===== src/nvss_pkg.sv =====
// Package for the host-side save/restore sequencer of a byte-wide nonvolatile static memory.
// Assumes a single 250 MHz clock; all memory timing is counted in cycles of it.
`default_nettype none
package nvss_pkg;
	// Clock
	localparam int CLK_MHZ = 250;
	// Key addresses on key_address_bits (low 14 bits)
	localparam int KEY_BITS = 14;
	localparam logic [13:0] KEY_STEP1 = 14'h0E38;
	localparam logic [13:0] KEY_STEP2 = 14'h31C7;
	localparam logic [13:0] KEY_STEP3 = 14'h03E0;
	localparam logic [13:0] KEY_STEP4 = 14'h3C1F;
	localparam logic [13:0] KEY_STEP5 = 14'h303F;
	localparam logic [13:0] KEY_SAVE = 14'h0FC0;
	localparam logic [13:0] KEY_RESTORE = 14'h0C63;
	// Access timing in ns and derived cycles (least times round up)
	localparam int CYCLE_NS = 45;
	localparam int CYCLE_CLKS = (CYCLE_NS * CLK_MHZ + 999) / 1000;
	localparam int GAP_CLKS = 2;
	// Save, power-up restore and software restore durations
	localparam int SAVE_MS = 10;
	localparam int SAVE_CLKS = SAVE_MS * CLK_MHZ * 1000;
	localparam int PUP_RESTORE_US = 550;
	localparam int PUP_RESTORE_CLKS = PUP_RESTORE_US * CLK_MHZ;
	localparam int SW_RESTORE_US = 20;
	localparam int SW_RESTORE_CLKS = SW_RESTORE_US * CLK_MHZ;
	// Operation codes on the host command port
	typedef enum logic [1:0] {
		NVSS_OP_READ = 2'h0,
		NVSS_OP_WRITE = 2'h1,
		NVSS_OP_SAVE = 2'h2,
		NVSS_OP_RESTORE = 2'h3
	} nvss_op_t;
	// Sequencer states, one-hot
	typedef enum logic [5:0] {
		NVSS_POWER = 6'b00_0001,
		NVSS_IDLE = 6'b00_0010,
		NVSS_ACCESS = 6'b00_0100,
		NVSS_GAP = 6'b00_1000,
		NVSS_BUSY = 6'b01_0000,
		NVSS_DONE = 6'b10_0000
	} nvss_state_t;
endpackage
`default_nettype wire


===== src/nvss_host.sv =====
// Host controller that drives the memory's asynchronous strobes, issues key sequences and waits out nonvolatile cycles.
// Assumes the supply monitor flags are synchronous to ref_clk and the memory sits on its own pins.
`timescale 1ns/1ps
`default_nettype none
// How it works
// RULE1 - Memory latches a pending restore whenever supply drops below loss threshold.
// RULE2 - Memory restores itself when supply rises past trip threshold; host waits it out.
// RULE3 - Host keeps select and write strobe high when the power-up restore ends.
// RULE4 - Memory ignores saves and writes below trip threshold; host holds them back.
// RULE5 - Key starts with reads of 0E38, 31C7, 03E0; data returns normally.
// RULE6 - Fourth and fifth key reads are 3C1F then 303F, in exact order.
// RULE7 - Sixth read at 0FC0 starts a save, at 0C63 a restore.
// RULE8 - Host keeps write strobe high through all six select-controlled key cycles.
// RULE9 - Only the low 14 address bits count; host drives the top bit low.
// RULE10 - Any foreign access aborts the key; host never interleaves other accesses.
// RULE11 - Key steps are select-controlled reads; output enable may stay high.
// RULE12 - During a save the memory is off; host waits the save cycle time.
// RULE13 - Restore clears then reloads the array; host waits until it is finished.
// RULE14 - Memory matcher restarts after abort; a step-one address begins afresh.
module nvss_host
	import nvss_pkg::*;
(
	input wire logic ref_clk,
	input wire logic rst,
	input wire logic supply_ok,
	input wire logic cmd_valid,
	input wire logic [1:0] cmd_op,
	input wire logic [14:0] cmd_addr,
	input wire logic [7:0] cmd_wdata,
	output logic cmd_ready,
	output logic rsp_valid,
	output logic [7:0] rsp_rdata,
	output logic nv_busy,
	output logic [14:0] mem_addr,
	output logic mem_sel_n,
	output logic mem_wr_n,
	output logic mem_oe_n,
	input wire logic [7:0] byte_lines_in,
	output logic [7:0] byte_lines_out,
	output logic byte_lines_oe
);
	// Key address for a step 0..5, the sixth chosen by the operation
	function automatic logic [13:0] key_addr(input logic [2:0] step, input logic restore);
		case (step)
			3'd0: key_addr = KEY_STEP1;
			3'd1: key_addr = KEY_STEP2;
			3'd2: key_addr = KEY_STEP3;
			3'd3: key_addr = KEY_STEP4;
			3'd4: key_addr = KEY_STEP5;
			default: key_addr = restore ? KEY_RESTORE : KEY_SAVE;
		endcase
	endfunction

	nvss_state_t state, next_state;
	logic [31:0] count, next_count;
	logic [2:0] step, next_step;
	logic in_key, next_in_key;
	logic is_restore, next_is_restore;
	logic is_read, next_is_read;
	logic next_cmd_ready, next_rsp_valid, next_nv_busy;
	logic [7:0] next_rsp_rdata;
	logic [14:0] next_mem_addr;
	logic next_mem_sel_n, next_mem_wr_n, next_mem_oe_n;
	logic [7:0] next_byte_lines_out;
	logic next_byte_lines_oe;

	// Next-state logic for the strobe sequencer
	always_comb begin
		next_state = state;
		next_count = count;
		next_step = step;
		next_in_key = in_key;
		next_is_restore = is_restore;
		next_is_read = is_read;
		next_cmd_ready = 1'b0;
		next_rsp_valid = 1'b0;
		next_rsp_rdata = rsp_rdata;
		next_nv_busy = nv_busy;
		next_mem_addr = mem_addr;
		next_mem_sel_n = mem_sel_n;
		next_mem_wr_n = mem_wr_n;
		next_mem_oe_n = mem_oe_n;
		next_byte_lines_out = byte_lines_out;
		next_byte_lines_oe = byte_lines_oe;
		case (state)
			NVSS_POWER: begin
				// Strobes idle high; memory restores itself once supply returns
				next_mem_sel_n = 1'b1; // [RULE3]
				next_mem_wr_n = 1'b1;
				next_nv_busy = 1'b1;
				if (!supply_ok) begin
					next_count = '0; // [RULE1]
				end else if (count >= 32'(PUP_RESTORE_CLKS - 1)) begin
					next_state = NVSS_IDLE; // [RULE2]
					next_nv_busy = 1'b0;
					next_cmd_ready = 1'b1;
				end else begin
					next_count = count + 32'd1;
				end
			end
			NVSS_IDLE: begin
				next_cmd_ready = 1'b1;
				if (!supply_ok) begin
					next_state = NVSS_POWER;
					next_count = '0;
					next_cmd_ready = 1'b0;
					next_nv_busy = 1'b1;
				end else if (cmd_valid) begin
					next_cmd_ready = 1'b0;
					next_count = '0;
					next_state = NVSS_ACCESS;
					next_mem_sel_n = 1'b0;
					if (cmd_op == NVSS_OP_SAVE || cmd_op == NVSS_OP_RESTORE) begin
						// Key read: write strobe and output enable high
						next_in_key = 1'b1; // [RULE11]
						next_step = 3'd0;
						next_is_restore = (cmd_op == NVSS_OP_RESTORE);
						next_is_read = 1'b1;
						next_mem_addr = {1'b0, key_addr(3'd0, cmd_op == NVSS_OP_RESTORE)}; // [RULE5] [RULE9]
						next_mem_wr_n = 1'b1; // [RULE8]
						next_mem_oe_n = 1'b1;
						next_byte_lines_oe = 1'b0;
					end else begin
						next_in_key = 1'b0;
						next_is_read = (cmd_op == NVSS_OP_READ);
						next_mem_addr = cmd_addr;
						next_mem_wr_n = (cmd_op == NVSS_OP_READ);
						next_mem_oe_n = (cmd_op != NVSS_OP_READ);
						next_byte_lines_out = cmd_wdata;
						next_byte_lines_oe = (cmd_op == NVSS_OP_WRITE);
					end
				end
			end
			NVSS_ACCESS: begin
				// Hold strobes for one access cycle, then raise select
				if (count >= 32'(CYCLE_CLKS - 1)) begin
					next_count = '0;
					next_mem_sel_n = 1'b1;
					next_mem_oe_n = 1'b1;
					next_mem_wr_n = 1'b1;
					next_byte_lines_oe = 1'b0;
					if (is_read && !in_key) begin
						next_rsp_rdata = byte_lines_in;
					end
					next_state = NVSS_GAP;
				end else begin
					next_count = count + 32'd1;
				end
			end
			NVSS_GAP: begin
				// Select high between key steps; no foreign access intervenes
				if (count >= 32'(GAP_CLKS - 1)) begin
					next_count = '0;
					if (in_key && step != 3'd5) begin
						next_step = step + 3'd1; // [RULE6] [RULE10]
						next_mem_addr = {1'b0, key_addr(step + 3'd1, is_restore)}; // [RULE7]
						next_mem_sel_n = 1'b0;
						next_state = NVSS_ACCESS;
					end else if (in_key) begin
						next_nv_busy = 1'b1; // [RULE12] [RULE13]
						next_state = NVSS_BUSY;
					end else begin
						next_state = NVSS_DONE;
					end
				end else begin
					next_count = count + 32'd1;
				end
			end
			NVSS_BUSY: begin
				// Wait out the nonvolatile cycle with strobes idle
				if (count >= 32'((is_restore ? SW_RESTORE_CLKS : SAVE_CLKS) - 1)) begin
					next_nv_busy = 1'b0;
					next_state = NVSS_DONE;
				end else begin
					next_count = count + 32'd1;
				end
			end
			NVSS_DONE: begin
				next_rsp_valid = 1'b1;
				next_in_key = 1'b0;
				next_state = NVSS_IDLE;
				next_cmd_ready = 1'b1;
			end
			default: begin
				next_state = NVSS_POWER;
				next_count = '0;
			end
		endcase
		// Below trip threshold no access may start or continue
		if (!supply_ok && state != NVSS_POWER) begin
			next_state = NVSS_POWER; // [RULE4]
			next_count = '0;
			next_mem_sel_n = 1'b1;
			next_mem_wr_n = 1'b1;
			next_mem_oe_n = 1'b1;
			next_byte_lines_oe = 1'b0;
			next_cmd_ready = 1'b0;
			next_rsp_valid = 1'b0;
			next_nv_busy = 1'b1;
		end
	end

	// Registers
	always_ff @(posedge ref_clk) begin
		if (rst) begin
			state <= NVSS_POWER;
			count <= '0;
			step <= '0;
			in_key <= 1'b0;
			is_restore <= 1'b0;
			is_read <= 1'b0;
			cmd_ready <= 1'b0;
			rsp_valid <= 1'b0;
			rsp_rdata <= 8'h00;
			nv_busy <= 1'b1;
			mem_addr <= 15'h0000;
			mem_sel_n <= 1'b1;
			mem_wr_n <= 1'b1;
			mem_oe_n <= 1'b1;
			byte_lines_out <= 8'h00;
			byte_lines_oe <= 1'b0;
		end else begin
			state <= next_state;
			count <= next_count;
			step <= next_step;
			in_key <= next_in_key;
			is_restore <= next_is_restore;
			is_read <= next_is_read;
			cmd_ready <= next_cmd_ready;
			rsp_valid <= next_rsp_valid;
			rsp_rdata <= next_rsp_rdata;
			nv_busy <= next_nv_busy;
			mem_addr <= next_mem_addr;
			mem_sel_n <= next_mem_sel_n;
			mem_wr_n <= next_mem_wr_n;
			mem_oe_n <= next_mem_oe_n;
			byte_lines_out <= next_byte_lines_out;
			byte_lines_oe <= next_byte_lines_oe;
		end
	end
endmodule
`default_nettype wire


===== config.mk =====
export PLATFORM = sky130hd
export DESIGN_NAME = nvss_host
export DESIGN_NICKNAME = d
export VERILOG_FILES = /design/src/nvss_pkg.sv /design/src/nvss_host.sv
export SDC_FILE = /design/constraint.sdc
export NUM_CORES = 1
export LEC_CHECK = 0
export BUFFER_PORTS_ARGS = -buffer_cell sky130_fd_sc_hd__buf_2
export CAP_MARGIN = 20
export CORE_MARGIN = 10
export CORE_UTILIZATION = 55
export CTS_CLUSTER_DIAMETER = 150
export DETAILED_ROUTE_END_ITERATION = 7
export PLACE_DENSITY = 0.78
export SLEW_MARGIN = 20
export SYNTH_ARGS = -nofsm -noshare
export SYNTH_HDL_FRONTEND = slang
export SYNTH_SLANG_ARGS = --single-unit

===== constraint.sdc =====
create_clock -name ref_clk -period 3.15 [get_ports ref_clk]
set_clock_uncertainty 0.1 [all_clocks]
set_input_delay 0.1575 -clock ref_clk [delete_from_list [all_inputs] [get_ports ref_clk]]
set_output_delay 0.1575 -clock ref_clk [all_outputs]
set_load 0.005 [all_outputs]

==> results.yml <==
timing:
  fin_setup_tns_ns: 0
  hold_viol: 0
  rsz0062_at_grt: "no"
  worst_slew_margin_rel_pct: 49.4
  worstMarginPinSlew_ns: 0.759
  fmax_mhz: 340
  finalSetupViolCount: 0
  fin_crit_sh_pct: 93.5
  slew_violations: 0
  fin_crit_ns: 2.94
logic_synthesis:
  syn_area_mm2: 0.00452
  ys_ff_latch: 82
  avgSynthCellArea_um2: 8.12
  synthArstFlopShare_pct: 0
  synth_cells: 556
  synth_edf_count: 0
  synth_flop_cell: "dfxtp_1"
  ys.warnings.count: 0
  synthDistinctLibCells: 65
  syn_nets: 611
  ys_seq_area_share_pct: 36.3
detailed_routing:
  drt-pass1-iter-count: 5
  post_drt_wl_per_cell_um: 17.5
  vias: 4724
  final_antenna_net_count: 0
  totalWireLength_mm: 13.3
  drt_iter0_markers: 414
  drt_drc_violations_left: 0
  viasPerCell: 6.25
setup_path:
  startpoint_type: "flip-flop"
  worst-setup-path-type: "reg2reg"
  path_cells: "ha_1 > a2111oi_1 > o21ai_0 > a22oi_2 > nor2_2 > buf_4 > o41a_1 > a311oi_1"
  crit_slowest_cell: "dfxtp_1"
  crit_family: "compound AO/OA/AOI/OAI gates"
  cp.buffers_inverters: 1
  critPathRequiredTime_ns: 3.31
  cpPeakStageDelay_ns: 0.49
  critPathMaxFanout: 8
  arrival_ns: 3.11
  cp-end-kind: "flip-flop"
clock_tree:
  root_buffer: "clkbuf_8"
  clock_path_buffers: 2
  cts_sinks: 82
  cts_tree: "built"
  clkLatencyLatePin_ns: 0.36
  cts_max_level: 3
  clk_pin_slew_ns: 0.10
  cts_buffers: 9
cells_and_area:
  stdcell_count: 756
  layout_commonest_cell: "dfxtp_1"
  diodes: 0
  layout_common_cells: "dfxtp_1, buf_2, nor2_1"
  drive_above_1_share_pct: 20.5
  area_growth_pct: 20.4
  finalInstanceArea_mm2: 0.00544
  nets: 704
global_routing:
  gr-total-overflow: 0
  track_usage_pct: 20.7
  grt_pass1_wl_mm: 22.2
  grt_pass1_vias: 4520
  grt_max_degree: 41
  antenna_found_initial: 0
power:
  clkPwrFrac_pct: 41.1
  power_density_mw_per_mm2: 356
  p_leak_nw: 2.18
  p_comb_share_pct: 5.3
  sw_frac_of_total_pct: 24.7
  ir_drop_mv: 0.214
  p_int_mw: 1.46
  seqPwrFrac_pct: 53.6
  power.switching_mw: 0.480
placement:
  placed_cell_area_mm2: 0.00503
  routabilityCongestion: 0.951
  port_buffers: 74
  detailed_place_hpwl_mm: 9.31
  placedCellCount: 720
floorplanning:
  rows: 32
  dieArea_mm2: 0.0122
  die_w_um: 111
  coreArea_mm2: 0.00785
  start_util_pct: 57.6
  num_io_pins: 75
  die_h_um: 111
outcome:
  outcome: "finished, final reports clean"
job:
  maxCapViolations: 0
hold_path:
  min_path_type: "in2reg"
final cells by class:
type                    instances  area, µm²
multi-input cells             422       2660
fillers                       652       2410
flip-flops and latches         82       1640
repair buffers                119        758
well taps                     102        128
clock buffers                   9        124
clock inverters                 7       76.3
inverters                      15       56.3
routing by layer:
metal  GRT usage, %  wire length [µm]
met5              0                 0
met4           6.30               218
met3           4.65               921
met2           33.7              6310
met1           26.4              5800
final timing paths:
kind / slack, ns / from / depth (start not counted) / endpoint
hold / removal: 0.02 / cmd_addr[8] / 3 / mem_addr[8]
setup / recovery: 0.21 / is_restore / 8 / count[5]
hold reg to reg: 0.35 / mem_addr[3] / 2 / mem_addr[3]
setup reg to reg: 0.21 / is_restore / 8 / count[5]
metrics by stage:
stage,power [mW],hold slack (ns),setup slack [ns],util [%]
floorplan,1.11,0.194,0.435,-
global placement,1.14,0.287,0.268,64.1
detailed placement,1.15,0.296,0.0582,64.1
CTS,1.94,0.0136,0.0366,69.2
global route,2.00,0.0293,0.0846,69.3
finish,1.94,0.0188,0.206,69.3
flip-flops by register name, summed over array words and instances (netlist names):
| register | flops |
|---|---|
| mem_wr_n | 1 |
| in_key | 1 |
| state | 6 |
| byte_lines_out | 8 |
| count | 32 |
| is_restore | 1 |
| cmd_ready | 1 |
| mem_addr | 15 |
| nv_busy | 1 |
| rsp_rdata | 8 |
| rsp_valid | 1 |
| step | 3 |
| is_read | 1 |
| mem_sel_n | 1 |
| mem_oe_n | 1 |
| byte_lines_oe | 1 |
power by group through the flow:
stage,Combinational [mW],Sequential (mW),Clock (mW)
6_report,0.103,1.04,0.797
5_1_grt,0.114,1.04,0.844
3_5_place_dp,0.0820,1.06,0
3_3_place_gp,0.0803,1.06,0
4_1_cts,0.101,1.04,0.801
2_1_floorplan,0.0453,1.06,0
cell families (layout without fill, tap and decap cells):
| family | count (synthesis) | after routing | share of synthesized area (%) |
|---|---|---|---|
| compound gates | 166 | 166 | 25.8 |
| xor+xnor | 1 | 1 | 0.194 |
| fa+ha+maj | 18 | 18 | 4.99 |
| buf+inv | 52 | 150 | 5.21 |
| flops | 82 | 82 | 36.3 |
| mux | 12 | 12 | 2.69 |
| simple gates | 225 | 225 | 24.8 |
worst reg2reg max path, stage by stage, from the launching register on:
cell,delay [ns]
dfxtp_1,0.49
ha_1,0.32
a2111oi_1,0.49
o21ai_0,0.20
a22oi_2,0.30
nor2_2,0.14
buf_4,0.18
o41a_1,0.40
a311oi_1,0.24
cells in the mapped netlist, types with 3 or more instances:
master,n,area [µm²]
dfxtp_1,82,1640
nand2b_1,3,18.8
nor2b_1,3,18.8
a21oi_1,42,210
ha_1,18,225
or4_1,7,52.6
clkbuf_1,25,93.8
nand2_1,57,214
and4_1,3,26.3
o311ai_0,3,26.3
nor2_1,60,225
o31ai_1,6,45.0
a311oi_2,3,45.0
nor4_1,11,68.8
or2_2,4,25.0
inv_1,15,56.3
a211o_1,3,26.3
a311oi_1,10,87.6
a32o_1,3,30.0
nor3_1,19,95.1
nand4_1,10,62.6
o21ai_0,27,135
nand3b_1,4,30.0
o211ai_1,11,82.6
mux2i_1,11,110
a41oi_1,14,123
and3_1,8,50.1
a31oi_1,6,37.5
nand3_1,19,95.1
or3_1,5,31.3
a211oi_1,12,90.1
buf_2,8,40.0
o32ai_1,3,26.3
what timing repair did:
action | in CTS | in global routing
hold endpoints to repair | 20 | 0
setup endpoints to repair | 0 | 24
hold buffers | 20 | 0
setup buffers | 0 | 0
gates resized for setup | 0 | 4
Note: power is estimated with default switching activity, not from simulation.
